[src/verilog/pif_pkg.sv]
/*
 * constants for the peripheral interrupt flag block: register offsets, field
 * positions, reset values and the capture/compare mode codes.
 * assumes a 32-bit ahb-lite register bus, each register one aligned word.
 */
package pif_pkg;

  // ****************************************************************
  // register offsets (byte addresses)
  // ****************************************************************
  localparam logic [7:0] OFS_CORE_IRQ_CONTROL      = 8'h00;
  localparam logic [7:0] OFS_OPTION_CONFIG         = 8'h04;
  localparam logic [7:0] OFS_PERIPHERAL_FLAGS_1    = 8'h08;
  localparam logic [7:0] OFS_PERIPHERAL_FLAGS_2    = 8'h0C;
  localparam logic [7:0] OFS_PERIPHERAL_ENABLES_1  = 8'h10;
  localparam logic [7:0] OFS_PERIPHERAL_ENABLES_2  = 8'h14;
  localparam logic [7:0] OFS_CCP2_MODE             = 8'h18;
  localparam logic [7:0] OFS_EVENT_STATUS          = 8'h1C;
  localparam logic [7:0] OFS_EVENT_MASK            = 8'h20;

  // ****************************************************************
  // field positions and reset values
  // ****************************************************************
  localparam int          GIE_BIT           = 7;
  localparam int          PEIE_BIT          = 6;
  localparam int          CCP2_FLAG_BIT     = 0;
  localparam logic [7:0]  RST_CORE_IRQ      = 8'h00;
  localparam logic [7:0]  RST_OPTION        = 8'hFF;
  localparam logic [7:0]  RST_FLAGS         = 8'h00;
  localparam logic [7:0]  RST_ENABLES       = 8'h00;
  localparam logic [7:0]  FLAGS_2_MASK      = 8'h01;
  localparam logic [31:0] ZERO_WORD         = 32'h0000_0000;
  localparam int          EVENT_CAPTURE     = 0;
  localparam int          EVENT_COMPARE     = 1;
  localparam int          EVENT_COUNT       = 2;

  // ****************************************************************
  // capture/compare mode of the second unit
  // ****************************************************************
  typedef enum logic [1:0] {
    MODE_OFF     = 2'b00,
    MODE_CAPTURE = 2'b01,
    MODE_COMPARE = 2'b10,
    MODE_PWM     = 2'b11
  } ccp_mode_t;

endpackage

[src/verilog/pif_sticky_bits.sv]
/*
 * bank of sticky status bits, set by hardware, cleared by writing a one.
 * assumes set and clear vectors are single-cycle qualified.
 */
module pif_sticky_bits #(
  parameter int WIDTH = 2
) (
  input  wire logic             ref_clk_i, // core clock
  input  wire logic             rst_i,     // sync reset, high
  input  wire logic [WIDTH-1:0] set_i,     // hardware set pulses
  input  wire logic [WIDTH-1:0] clr_i,     // software clear pulses
  output logic      [WIDTH-1:0] bits_o     // sticky state
);

  // ****************************************************************
  // one flop per bit
  // ****************************************************************
  genvar g;
  generate
    for (g = 0; g < WIDTH; g++) begin : g_bit
      logic bit_reg;
      wire  bit_next = set_i[g] | (bit_reg & ~clr_i[g]); // set beats clear
      always_ff @(posedge ref_clk_i) begin
        if (rst_i) bit_reg <= 1'b0;
        else bit_reg <= bit_next;
      end
      assign bits_o[g] = bit_reg;
    end
  endgenerate

endmodule

[src/verilog/pif_ahb_slave.sv]
/*
 * ahb-lite slave front end: captures the address phase, raises a one-cycle
 * write or read strobe in the data phase. always ready, always okay.
 * assumes single word transfers from one master.
 */
module pif_ahb_slave (
  input  wire logic        ref_clk_i,  // core clock
  input  wire logic        rst_i,      // sync reset, high
  input  wire logic        hsel_i,     // slave select
  input  wire logic [31:0] haddr_i,    // address
  input  wire logic [1:0]  htrans_i,   // transfer type
  input  wire logic        hwrite_i,   // write
  input  wire logic        hready_i,   // bus ready
  output logic             wr_o,       // write strobe, data phase
  output logic             rd_o,       // read strobe, data phase
  output logic [7:0]       addr_o      // latched byte offset
);

  // ****************************************************************
  // address phase capture
  // ****************************************************************
  logic       wr_reg;
  logic       rd_reg;
  logic [7:0] addr_reg;
  wire        take = hsel_i & hready_i & htrans_i[1];

  always_ff @(posedge ref_clk_i) begin
    if (rst_i) begin
      wr_reg   <= 1'b0;
      rd_reg   <= 1'b0;
      addr_reg <= 8'h00;
    end else begin
      wr_reg   <= take & hwrite_i;
      rd_reg   <= take & ~hwrite_i;
      if (take) addr_reg <= haddr_i[7:0];
    end
  end

  assign wr_o   = wr_reg;
  assign rd_o   = rd_reg;
  assign addr_o = addr_reg;

endmodule

[src/verilog/peripheral_interrupt_flags.sv]
/*
 * peripheral interrupt flag and enable logic with a register file on
 * ahb-lite; the second capture/compare unit sets its flag on capture or
 * compare-match pulses, gated by mode.
 * assumes event pulses are one cycle and synchronous to ref_clk_i.
 */
// Overview of operation
// - flags set regardless of any enable
// - upper bits of flag reg two read zero
// - capture event sets bit zero in capture mode only, software clears
// - compare match sets flag in compare mode only; ignored in off, capture and pwm
module peripheral_interrupt_flags (
  input  wire logic        ref_clk_i,        // core clock, 250 mhz
  input  wire logic        rst_i,            // sync reset, high
  input  wire logic        hsel_i,           // ahb select
  input  wire logic [31:0] haddr_i,          // ahb address
  input  wire logic [1:0]  htrans_i,         // ahb transfer type
  input  wire logic        hwrite_i,         // ahb write
  input  wire logic [2:0]  hsize_i,          // ahb size, word only
  input  wire logic [31:0] hwdata_i,         // ahb write data
  input  wire logic        hready_i,         // ahb ready in
  output logic [31:0]      hrdata_o,         // ahb read data
  output logic             hreadyout_o,      // ahb ready out
  output logic             hresp_o,          // ahb response
  input  wire logic [7:0]  flags_1_set_i,    // set pulses, flag reg one
  input  wire logic        capture_event_i,  // timer count captured
  input  wire logic        compare_event_i,  // timer compare match
  output logic [1:0]       ccp_mode_o,       // second unit mode
  output logic             cpu_irq_o,        // core interrupt request
  output logic             irq_o             // event status interrupt
);

  // ****************************************************************
  // bus front end
  // ****************************************************************
  logic       bus_wr;
  logic       bus_rd;
  logic [7:0] bus_addr;

  pif_ahb_slave u_bus (
    .ref_clk_i (ref_clk_i),
    .rst_i     (rst_i),
    .hsel_i    (hsel_i),
    .haddr_i   (haddr_i),
    .htrans_i  (htrans_i),
    .hwrite_i  (hwrite_i),
    .hready_i  (hready_i),
    .wr_o      (bus_wr),
    .rd_o      (bus_rd),
    .addr_o    (bus_addr)
  );

  wire [7:0] wdata = hwdata_i[7:0];
  wire wr_core = bus_wr & (bus_addr == pif_pkg::OFS_CORE_IRQ_CONTROL);
  wire wr_opt  = bus_wr & (bus_addr == pif_pkg::OFS_OPTION_CONFIG);
  wire wr_f1   = bus_wr & (bus_addr == pif_pkg::OFS_PERIPHERAL_FLAGS_1);
  wire wr_f2   = bus_wr & (bus_addr == pif_pkg::OFS_PERIPHERAL_FLAGS_2);
  wire wr_e1   = bus_wr & (bus_addr == pif_pkg::OFS_PERIPHERAL_ENABLES_1);
  wire wr_e2   = bus_wr & (bus_addr == pif_pkg::OFS_PERIPHERAL_ENABLES_2);
  wire wr_mode = bus_wr & (bus_addr == pif_pkg::OFS_CCP2_MODE);
  wire wr_sts  = bus_wr & (bus_addr == pif_pkg::OFS_EVENT_STATUS);
  wire wr_msk  = bus_wr & (bus_addr == pif_pkg::OFS_EVENT_MASK);

  // ****************************************************************
  // control registers
  // ****************************************************************
  logic [7:0]         core_irq_control_reg;
  logic [7:0]         option_config_reg;
  logic [7:0]         peripheral_enables_1_reg;
  logic               capture_compare_two_enable_reg;
  pif_pkg::ccp_mode_t ccp_mode_reg;
  logic [pif_pkg::EVENT_COUNT-1:0] event_mask_reg;

  always_ff @(posedge ref_clk_i) begin
    if (rst_i) begin
      core_irq_control_reg           <= pif_pkg::RST_CORE_IRQ;
      option_config_reg              <= pif_pkg::RST_OPTION;
      peripheral_enables_1_reg       <= pif_pkg::RST_ENABLES;
      capture_compare_two_enable_reg <= 1'b0;
      ccp_mode_reg                   <= pif_pkg::MODE_OFF;
      event_mask_reg                 <= '0;
    end else begin
      if (wr_core) core_irq_control_reg <= wdata;
      if (wr_opt)  option_config_reg <= wdata;
      if (wr_e1)   peripheral_enables_1_reg <= wdata;
      if (wr_e2)   capture_compare_two_enable_reg <= wdata[pif_pkg::CCP2_FLAG_BIT];
      if (wr_mode) ccp_mode_reg <= pif_pkg::ccp_mode_t'(wdata[1:0]);
      if (wr_msk)  event_mask_reg <= wdata[pif_pkg::EVENT_COUNT-1:0];
    end
  end

  // ****************************************************************
  // flag register one: set by peripherals, written by software
  // ****************************************************************
  logic [7:0] peripheral_flags_1_reg;
  logic [7:0] peripheral_flags_1_next;

  // writes store data; any set pulse still forces the bit high
  assign peripheral_flags_1_next = wr_f1 ? (wdata | flags_1_set_i)
                                         : (peripheral_flags_1_reg | flags_1_set_i);

  always_ff @(posedge ref_clk_i) begin
    if (rst_i) peripheral_flags_1_reg <= pif_pkg::RST_FLAGS;
    else peripheral_flags_1_reg <= peripheral_flags_1_next;
  end

  // ****************************************************************
  // flag register two: capture/compare unit two
  // ****************************************************************
  wire cap_hit = capture_event_i & (ccp_mode_reg == pif_pkg::MODE_CAPTURE);
  wire cmp_hit = compare_event_i & (ccp_mode_reg == pif_pkg::MODE_COMPARE);
  // pwm and off modes never reach the flag
  wire ccp2_set = cap_hit | cmp_hit;

  logic capture_compare_two_flag_reg;
  logic capture_compare_two_flag_next;

  // only a software write clears it; set takes priority
  assign capture_compare_two_flag_next =
    ccp2_set ? 1'b1 :
    wr_f2    ? wdata[pif_pkg::CCP2_FLAG_BIT] :
               capture_compare_two_flag_reg;

  always_ff @(posedge ref_clk_i) begin
    if (rst_i) capture_compare_two_flag_reg <= 1'b0;
    else capture_compare_two_flag_reg <= capture_compare_two_flag_next;
  end

  // ****************************************************************
  // event status, mask and interrupt
  // ****************************************************************
  logic [pif_pkg::EVENT_COUNT-1:0] event_status;
  wire  [pif_pkg::EVENT_COUNT-1:0] event_set = {cmp_hit, cap_hit};
  wire  [pif_pkg::EVENT_COUNT-1:0] event_clr =
    wr_sts ? wdata[pif_pkg::EVENT_COUNT-1:0] : '0;

  pif_sticky_bits #(
    .WIDTH (pif_pkg::EVENT_COUNT)
  ) u_status (
    .ref_clk_i (ref_clk_i),
    .rst_i     (rst_i),
    .set_i     (event_set),
    .clr_i     (event_clr),
    .bits_o    (event_status)
  );

  assign irq_o = |(event_status & event_mask_reg);

  // core request: global enable, then either the core group or peripherals
  wire periph_pending = |(peripheral_flags_1_reg & peripheral_enables_1_reg)
                      | (capture_compare_two_flag_reg & capture_compare_two_enable_reg);
  wire core_pending   = |(core_irq_control_reg[5:3] & core_irq_control_reg[2:0]);
  assign cpu_irq_o = core_irq_control_reg[pif_pkg::GIE_BIT]
                   & ((core_irq_control_reg[pif_pkg::PEIE_BIT] & periph_pending)
                      | core_pending);

  // ****************************************************************
  // read mux
  // ****************************************************************
  wire [7:0] flags_2_view = {7'h00, capture_compare_two_flag_reg} & pif_pkg::FLAGS_2_MASK;
  logic [31:0] rd_word;
  always_comb begin
    rd_word = pif_pkg::ZERO_WORD;
    case (bus_addr)
      pif_pkg::OFS_CORE_IRQ_CONTROL:     rd_word[7:0] = core_irq_control_reg;
      pif_pkg::OFS_OPTION_CONFIG:        rd_word[7:0] = option_config_reg;
      pif_pkg::OFS_PERIPHERAL_FLAGS_1:   rd_word[7:0] = peripheral_flags_1_reg;
      pif_pkg::OFS_PERIPHERAL_FLAGS_2:   rd_word[7:0] = flags_2_view;
      pif_pkg::OFS_PERIPHERAL_ENABLES_1: rd_word[7:0] = peripheral_enables_1_reg;
      pif_pkg::OFS_PERIPHERAL_ENABLES_2: rd_word[0]   = capture_compare_two_enable_reg;
      pif_pkg::OFS_CCP2_MODE:            rd_word[1:0] = ccp_mode_reg;
      pif_pkg::OFS_EVENT_STATUS:         rd_word[pif_pkg::EVENT_COUNT-1:0] = event_status;
      pif_pkg::OFS_EVENT_MASK:           rd_word[pif_pkg::EVENT_COUNT-1:0] = event_mask_reg;
      default:                           rd_word = pif_pkg::ZERO_WORD;
    endcase
  end

  // rd strobe is the data phase; mux is combinational from latched addr
  assign hrdata_o    = bus_rd ? rd_word : pif_pkg::ZERO_WORD;
  assign hreadyout_o = 1'b1;
  assign hresp_o     = 1'b0;
  assign ccp_mode_o  = ccp_mode_reg;

endmodule

[config.mk]
export PLATFORM = sky130hd
export DESIGN_NAME = peripheral_interrupt_flags
export DESIGN_NICKNAME = d
export VERILOG_FILES = /design/src/verilog/pif_pkg.sv /design/src/verilog/pif_sticky_bits.sv /design/src/verilog/pif_ahb_slave.sv /design/src/verilog/peripheral_interrupt_flags.sv
export SDC_FILE = /design/constraint.sdc
export NUM_CORES = 1
export LEC_CHECK = 0
export BUFFER_PORTS_ARGS = -buffer_cell sky130_fd_sc_hd__buf_2
export CORE_UTILIZATION = 51
export DETAILED_ROUTE_END_ITERATION = 16
export PLACE_DENSITY_LB_ADDON = 0.1
export SLEW_MARGIN = 0
export SYNTH_ARGS = -nofsm -noshare
export SYNTH_HDL_FRONTEND = slang
export SYNTH_SLANG_ARGS = --single-unit
[constraint.sdc]
create_clock -name ref_clk_i -period 3.2 [get_ports ref_clk_i]
set_input_delay 0.96 -clock ref_clk_i [delete_from_list [all_inputs] [get_ports ref_clk_i]]
set_output_delay 0.96 -clock ref_clk_i [all_outputs]
set_load 0.05 [all_outputs]
==> impl_metrics.env <==
export IMPL_synth_commonest_cells="50 x dfxtp_1, 32 x nor2_1, 31 x mux2i_1, 27 x a21oi_1, 27 x buf_4"
export IMPL_synth_top_area_share_pct=36.8
export IMPL_preCtsSetupSlack_ns=0.343
export IMPL_core_area_sq_mm=0.00511
export IMPL_grt_max_degree=51
export IMPL_cp_end_kind="output port"
export IMPL_fillers=490
export IMPL_die_w_microns=75.0
export IMPL_place_inst=410
export IMPL_cp_data_required_time_ns=2.24
export IMPL_hold_buffers=0
export IMPL_antennaDiodeCount=0
export IMPL_cts_tree="yes"
export IMPL_ant_nets=0
export IMPL_async_reset_ff_share_pct=0
export IMPL_synth_area_sq_mm=0.00272
export IMPL_die_area_sq_mm=0.00562
export IMPL_arrival_ns=2.13
export IMPL_cts_root_buf="clkbuf_8"
export IMPL_tns_ns=0
export IMPL_finClkSkew_ns=0.00904
export IMPL_reg2reg_to="peripheral_enables_1_reg[6]"
export IMPL_grt_antenna_before_repair=0
export IMPL_clock_latency_ns=0.30
export IMPL_clk_path_buf_depth=2
export IMPL_start_util_pct=53.2
export IMPL_cap_violations=0
export IMPL_ff2ff_path_depth=6
export IMPL_tightest_slew_ns=0.898
export IMPL_drc=0
export IMPL_die_y_microns=75.0
export IMPL_path_class="flip-flop to output port"
export IMPL_synth_edf_count=0
export IMPL_drive_above_1_share_pct=22.1
export IMPL_fin_crit_sh_pct=96.7
export IMPL_p_leak_nw=1.32
export IMPL_dp_hpwl_mm=4.27
export IMPL_ir_worst_vdd_mv=0.188
export IMPL_yosys_top_cells_area="dfxtp_1 37%, mux2i_1 11%, buf_4 7.5%"
export IMPL_wirelength_mm=5.98
export IMPL_io_buffers=43
export IMPL_path_max_fanout=7
export IMPL_hold_path_class="flip-flop to flip-flop"
export IMPL_grt_overflow=0
export IMPL_vias_per_cell=5.32
export IMPL_synth_area_per_cell_sq_um=8.76
export IMPL_syn_to_final_growth_pct=9.86
export IMPL_max_freq_mhz=323
export IMPL_cts_sink_count=50
export IMPL_multi_input_area_sq_mm=0.00146
export IMPL_maxSlewHeadroom_pct=40.1
export IMPL_htreeDepth=2
export IMPL_run_status="finished, final reports clean"
export IMPL_fin_ws_ns=0.107
export IMPL_ys_types=47
export IMPL_min_to="option_config_reg[4]"
export IMPL_yosysWarningCount=0
export IMPL_stdcell_count=419
export IMPL_globalplace_congestion=0.839
export IMPL_cts_clk_slew_worst_paths_ns=0.09
export IMPL_vias=2227
export IMPL_rows=26
export IMPL_slew_viol_final=0
export IMPL_seq_area_sq_mm=0.00100
export IMPL_yosys_area_top_type="dfxtp_1"
export IMPL_grt_pass1_vias=1950
export IMPL_grt_usage_pct=23.6
export IMPL_synthCells=310
export IMPL_r2r_start="u_bus.addr_o[1]"
export IMPL_yosysMostFrequentCell="dfxtp_1"
export IMPL_cts_buffers=5
export IMPL_pin_count=122
export IMPL_crit_path_start_kind="flip-flop"
export IMPL_grt_setup_unrepaired="no"
export IMPL_nNetsFinal=433
export IMPL_hold_violations=0
export IMPL_grt_first_pass_wirelength_mm=9.90
export IMPL_drtIter0Drc=164
export IMPL_period_minus_slack_ns=3.09
export IMPL_setup_viol=0
export IMPL_wl_per_cell_microns=14.3
export IMPL_pwr_density_cell_mw_per_mm2=399
export IMPL_holdPathStages=1
export IMPL_synth_seq_cells=50
export IMPL_first_pass_iters=4
export IMPL_r2r_slack_ns=1.07
export IMPL_synth_top_flop_cell="dfxtp_1"
export IMPL_yosysSeqAreaShare_pct=36.8
export IMPL_min_from="option_config_reg[4]"
-- per-stage QoR --
| stage | utilization [%] | hold slack, ns | total power (W) | instance area, sq um |
|---|---|---|---|---|
| finish | 58.4 | 0.477 | 0.00119 | 2980 |
| global placement | 56.3 | 0.445 | 0.000837 | 2880 |
| global route | 58.4 | 0.499 | 0.00125 | 2980 |
| detailed placement | 56.3 | 0.455 | 0.000840 | 2880 |
| floorplan | - | 0.427 | 0.000820 | 2810 |
| CTS | 58.0 | 0.480 | 0.00120 | 2960 |
-- placed cells by master (no fill, tap or decap), types with 4 or more instances in the layout --
master	n
nand3_1	6
mux2i_1	31
or2_2	4
o21ai_0	5
buf_4	10
conb_1	26
nand2_1	20
nor2_1	32
inv_1	16
clkbuf_8	5
a21oi_1	27
a211o_1	9
a22oi_1	14
buf_2	42
nand3b_1	4
dfxtp_1	48
-- how the worst max path moves through the flow --
stage | depth (start not counted) | end | slack, ns | startpoint
2_1_floorplan | 5 | hrdata_o[3] | 0.19 | u_bus.addr_o[0]
5_1_grt | 5 | hrdata_o[6] | 0.007 | u_bus.addr_o[0]
3_5_place_dp | 5 | hrdata_o[0] | 0.34 | u_bus.addr_o[4]
6_report | 5 | hrdata_o[6] | 0.11 | u_bus.addr_o[0]
4_1_cts | 6 | hrdata_o[1] | 0.02 | u_bus.addr_o[0]
3_3_place_gp | 5 | hrdata_o[0] | 0.32 | u_bus.addr_o[4]
-- cell families (layout without fill, tap and decap cells) --
kind of cell           after synthesis  count (layout)  synth area share, %
AOI/OAI and AO/OA                   70              70                 17.2
DFF                                 50              50                 36.8
muxes                               32              32                 11.8
other                                2              26                0.276
buffers and inverters               61              76                 13.2
and+or+nand+nor                     95              95                 20.6
-- report_power, final --
group,switching [W],internal [W],total [W]
Combinational,0.000128,0.0000496,0.000178
Sequential,0.0000186,0.000634,0.000653
Clock,0.000209,0.000151,0.000361
Total,0.000356,0.000836,0.00119
-- cell type report --
| type | count | share of cell area (%) |
|---|---|---|
| clock buffers | 5 | 2.31 |
| multi-input cells | 223 | 48.8 |
| clock inverters | 2 | 0.461 |
| inverters | 16 | 2.01 |
| repair buffers | 53 | 9.81 |
| flip-flops and latches | 50 | 33.6 |
| well taps | 70 | 2.94 |
-- metal layers --
metal  routed length [microns]  part of all wire, %  global-route usage, %  up-vias
li1                          -                    -                      -     1116
met1                      3030                   51                   34.6     1052
met2                      2640                   44                   35.6       55
met3                       267                  4.5                   4.69        4
met4                        44                 0.74                   5.45        0
met5                         0                    0                      0        -
-- timing repair --
action	in CTS	in global routing
gates resized for setup	1	3
pin swaps	0	1
setup buffers	0	2
endpoints found under the setup margin	1	7
-- worst max-delay path: stages, from the launching register on --
cell and delay (ns):
dfxtp_1 0.42, or4b_1 0.64, nor2_4 0.20, a22oi_1 0.10, a21oi_1 0.18, buf_2 0.29
Power figures use the tool's default switching activity.
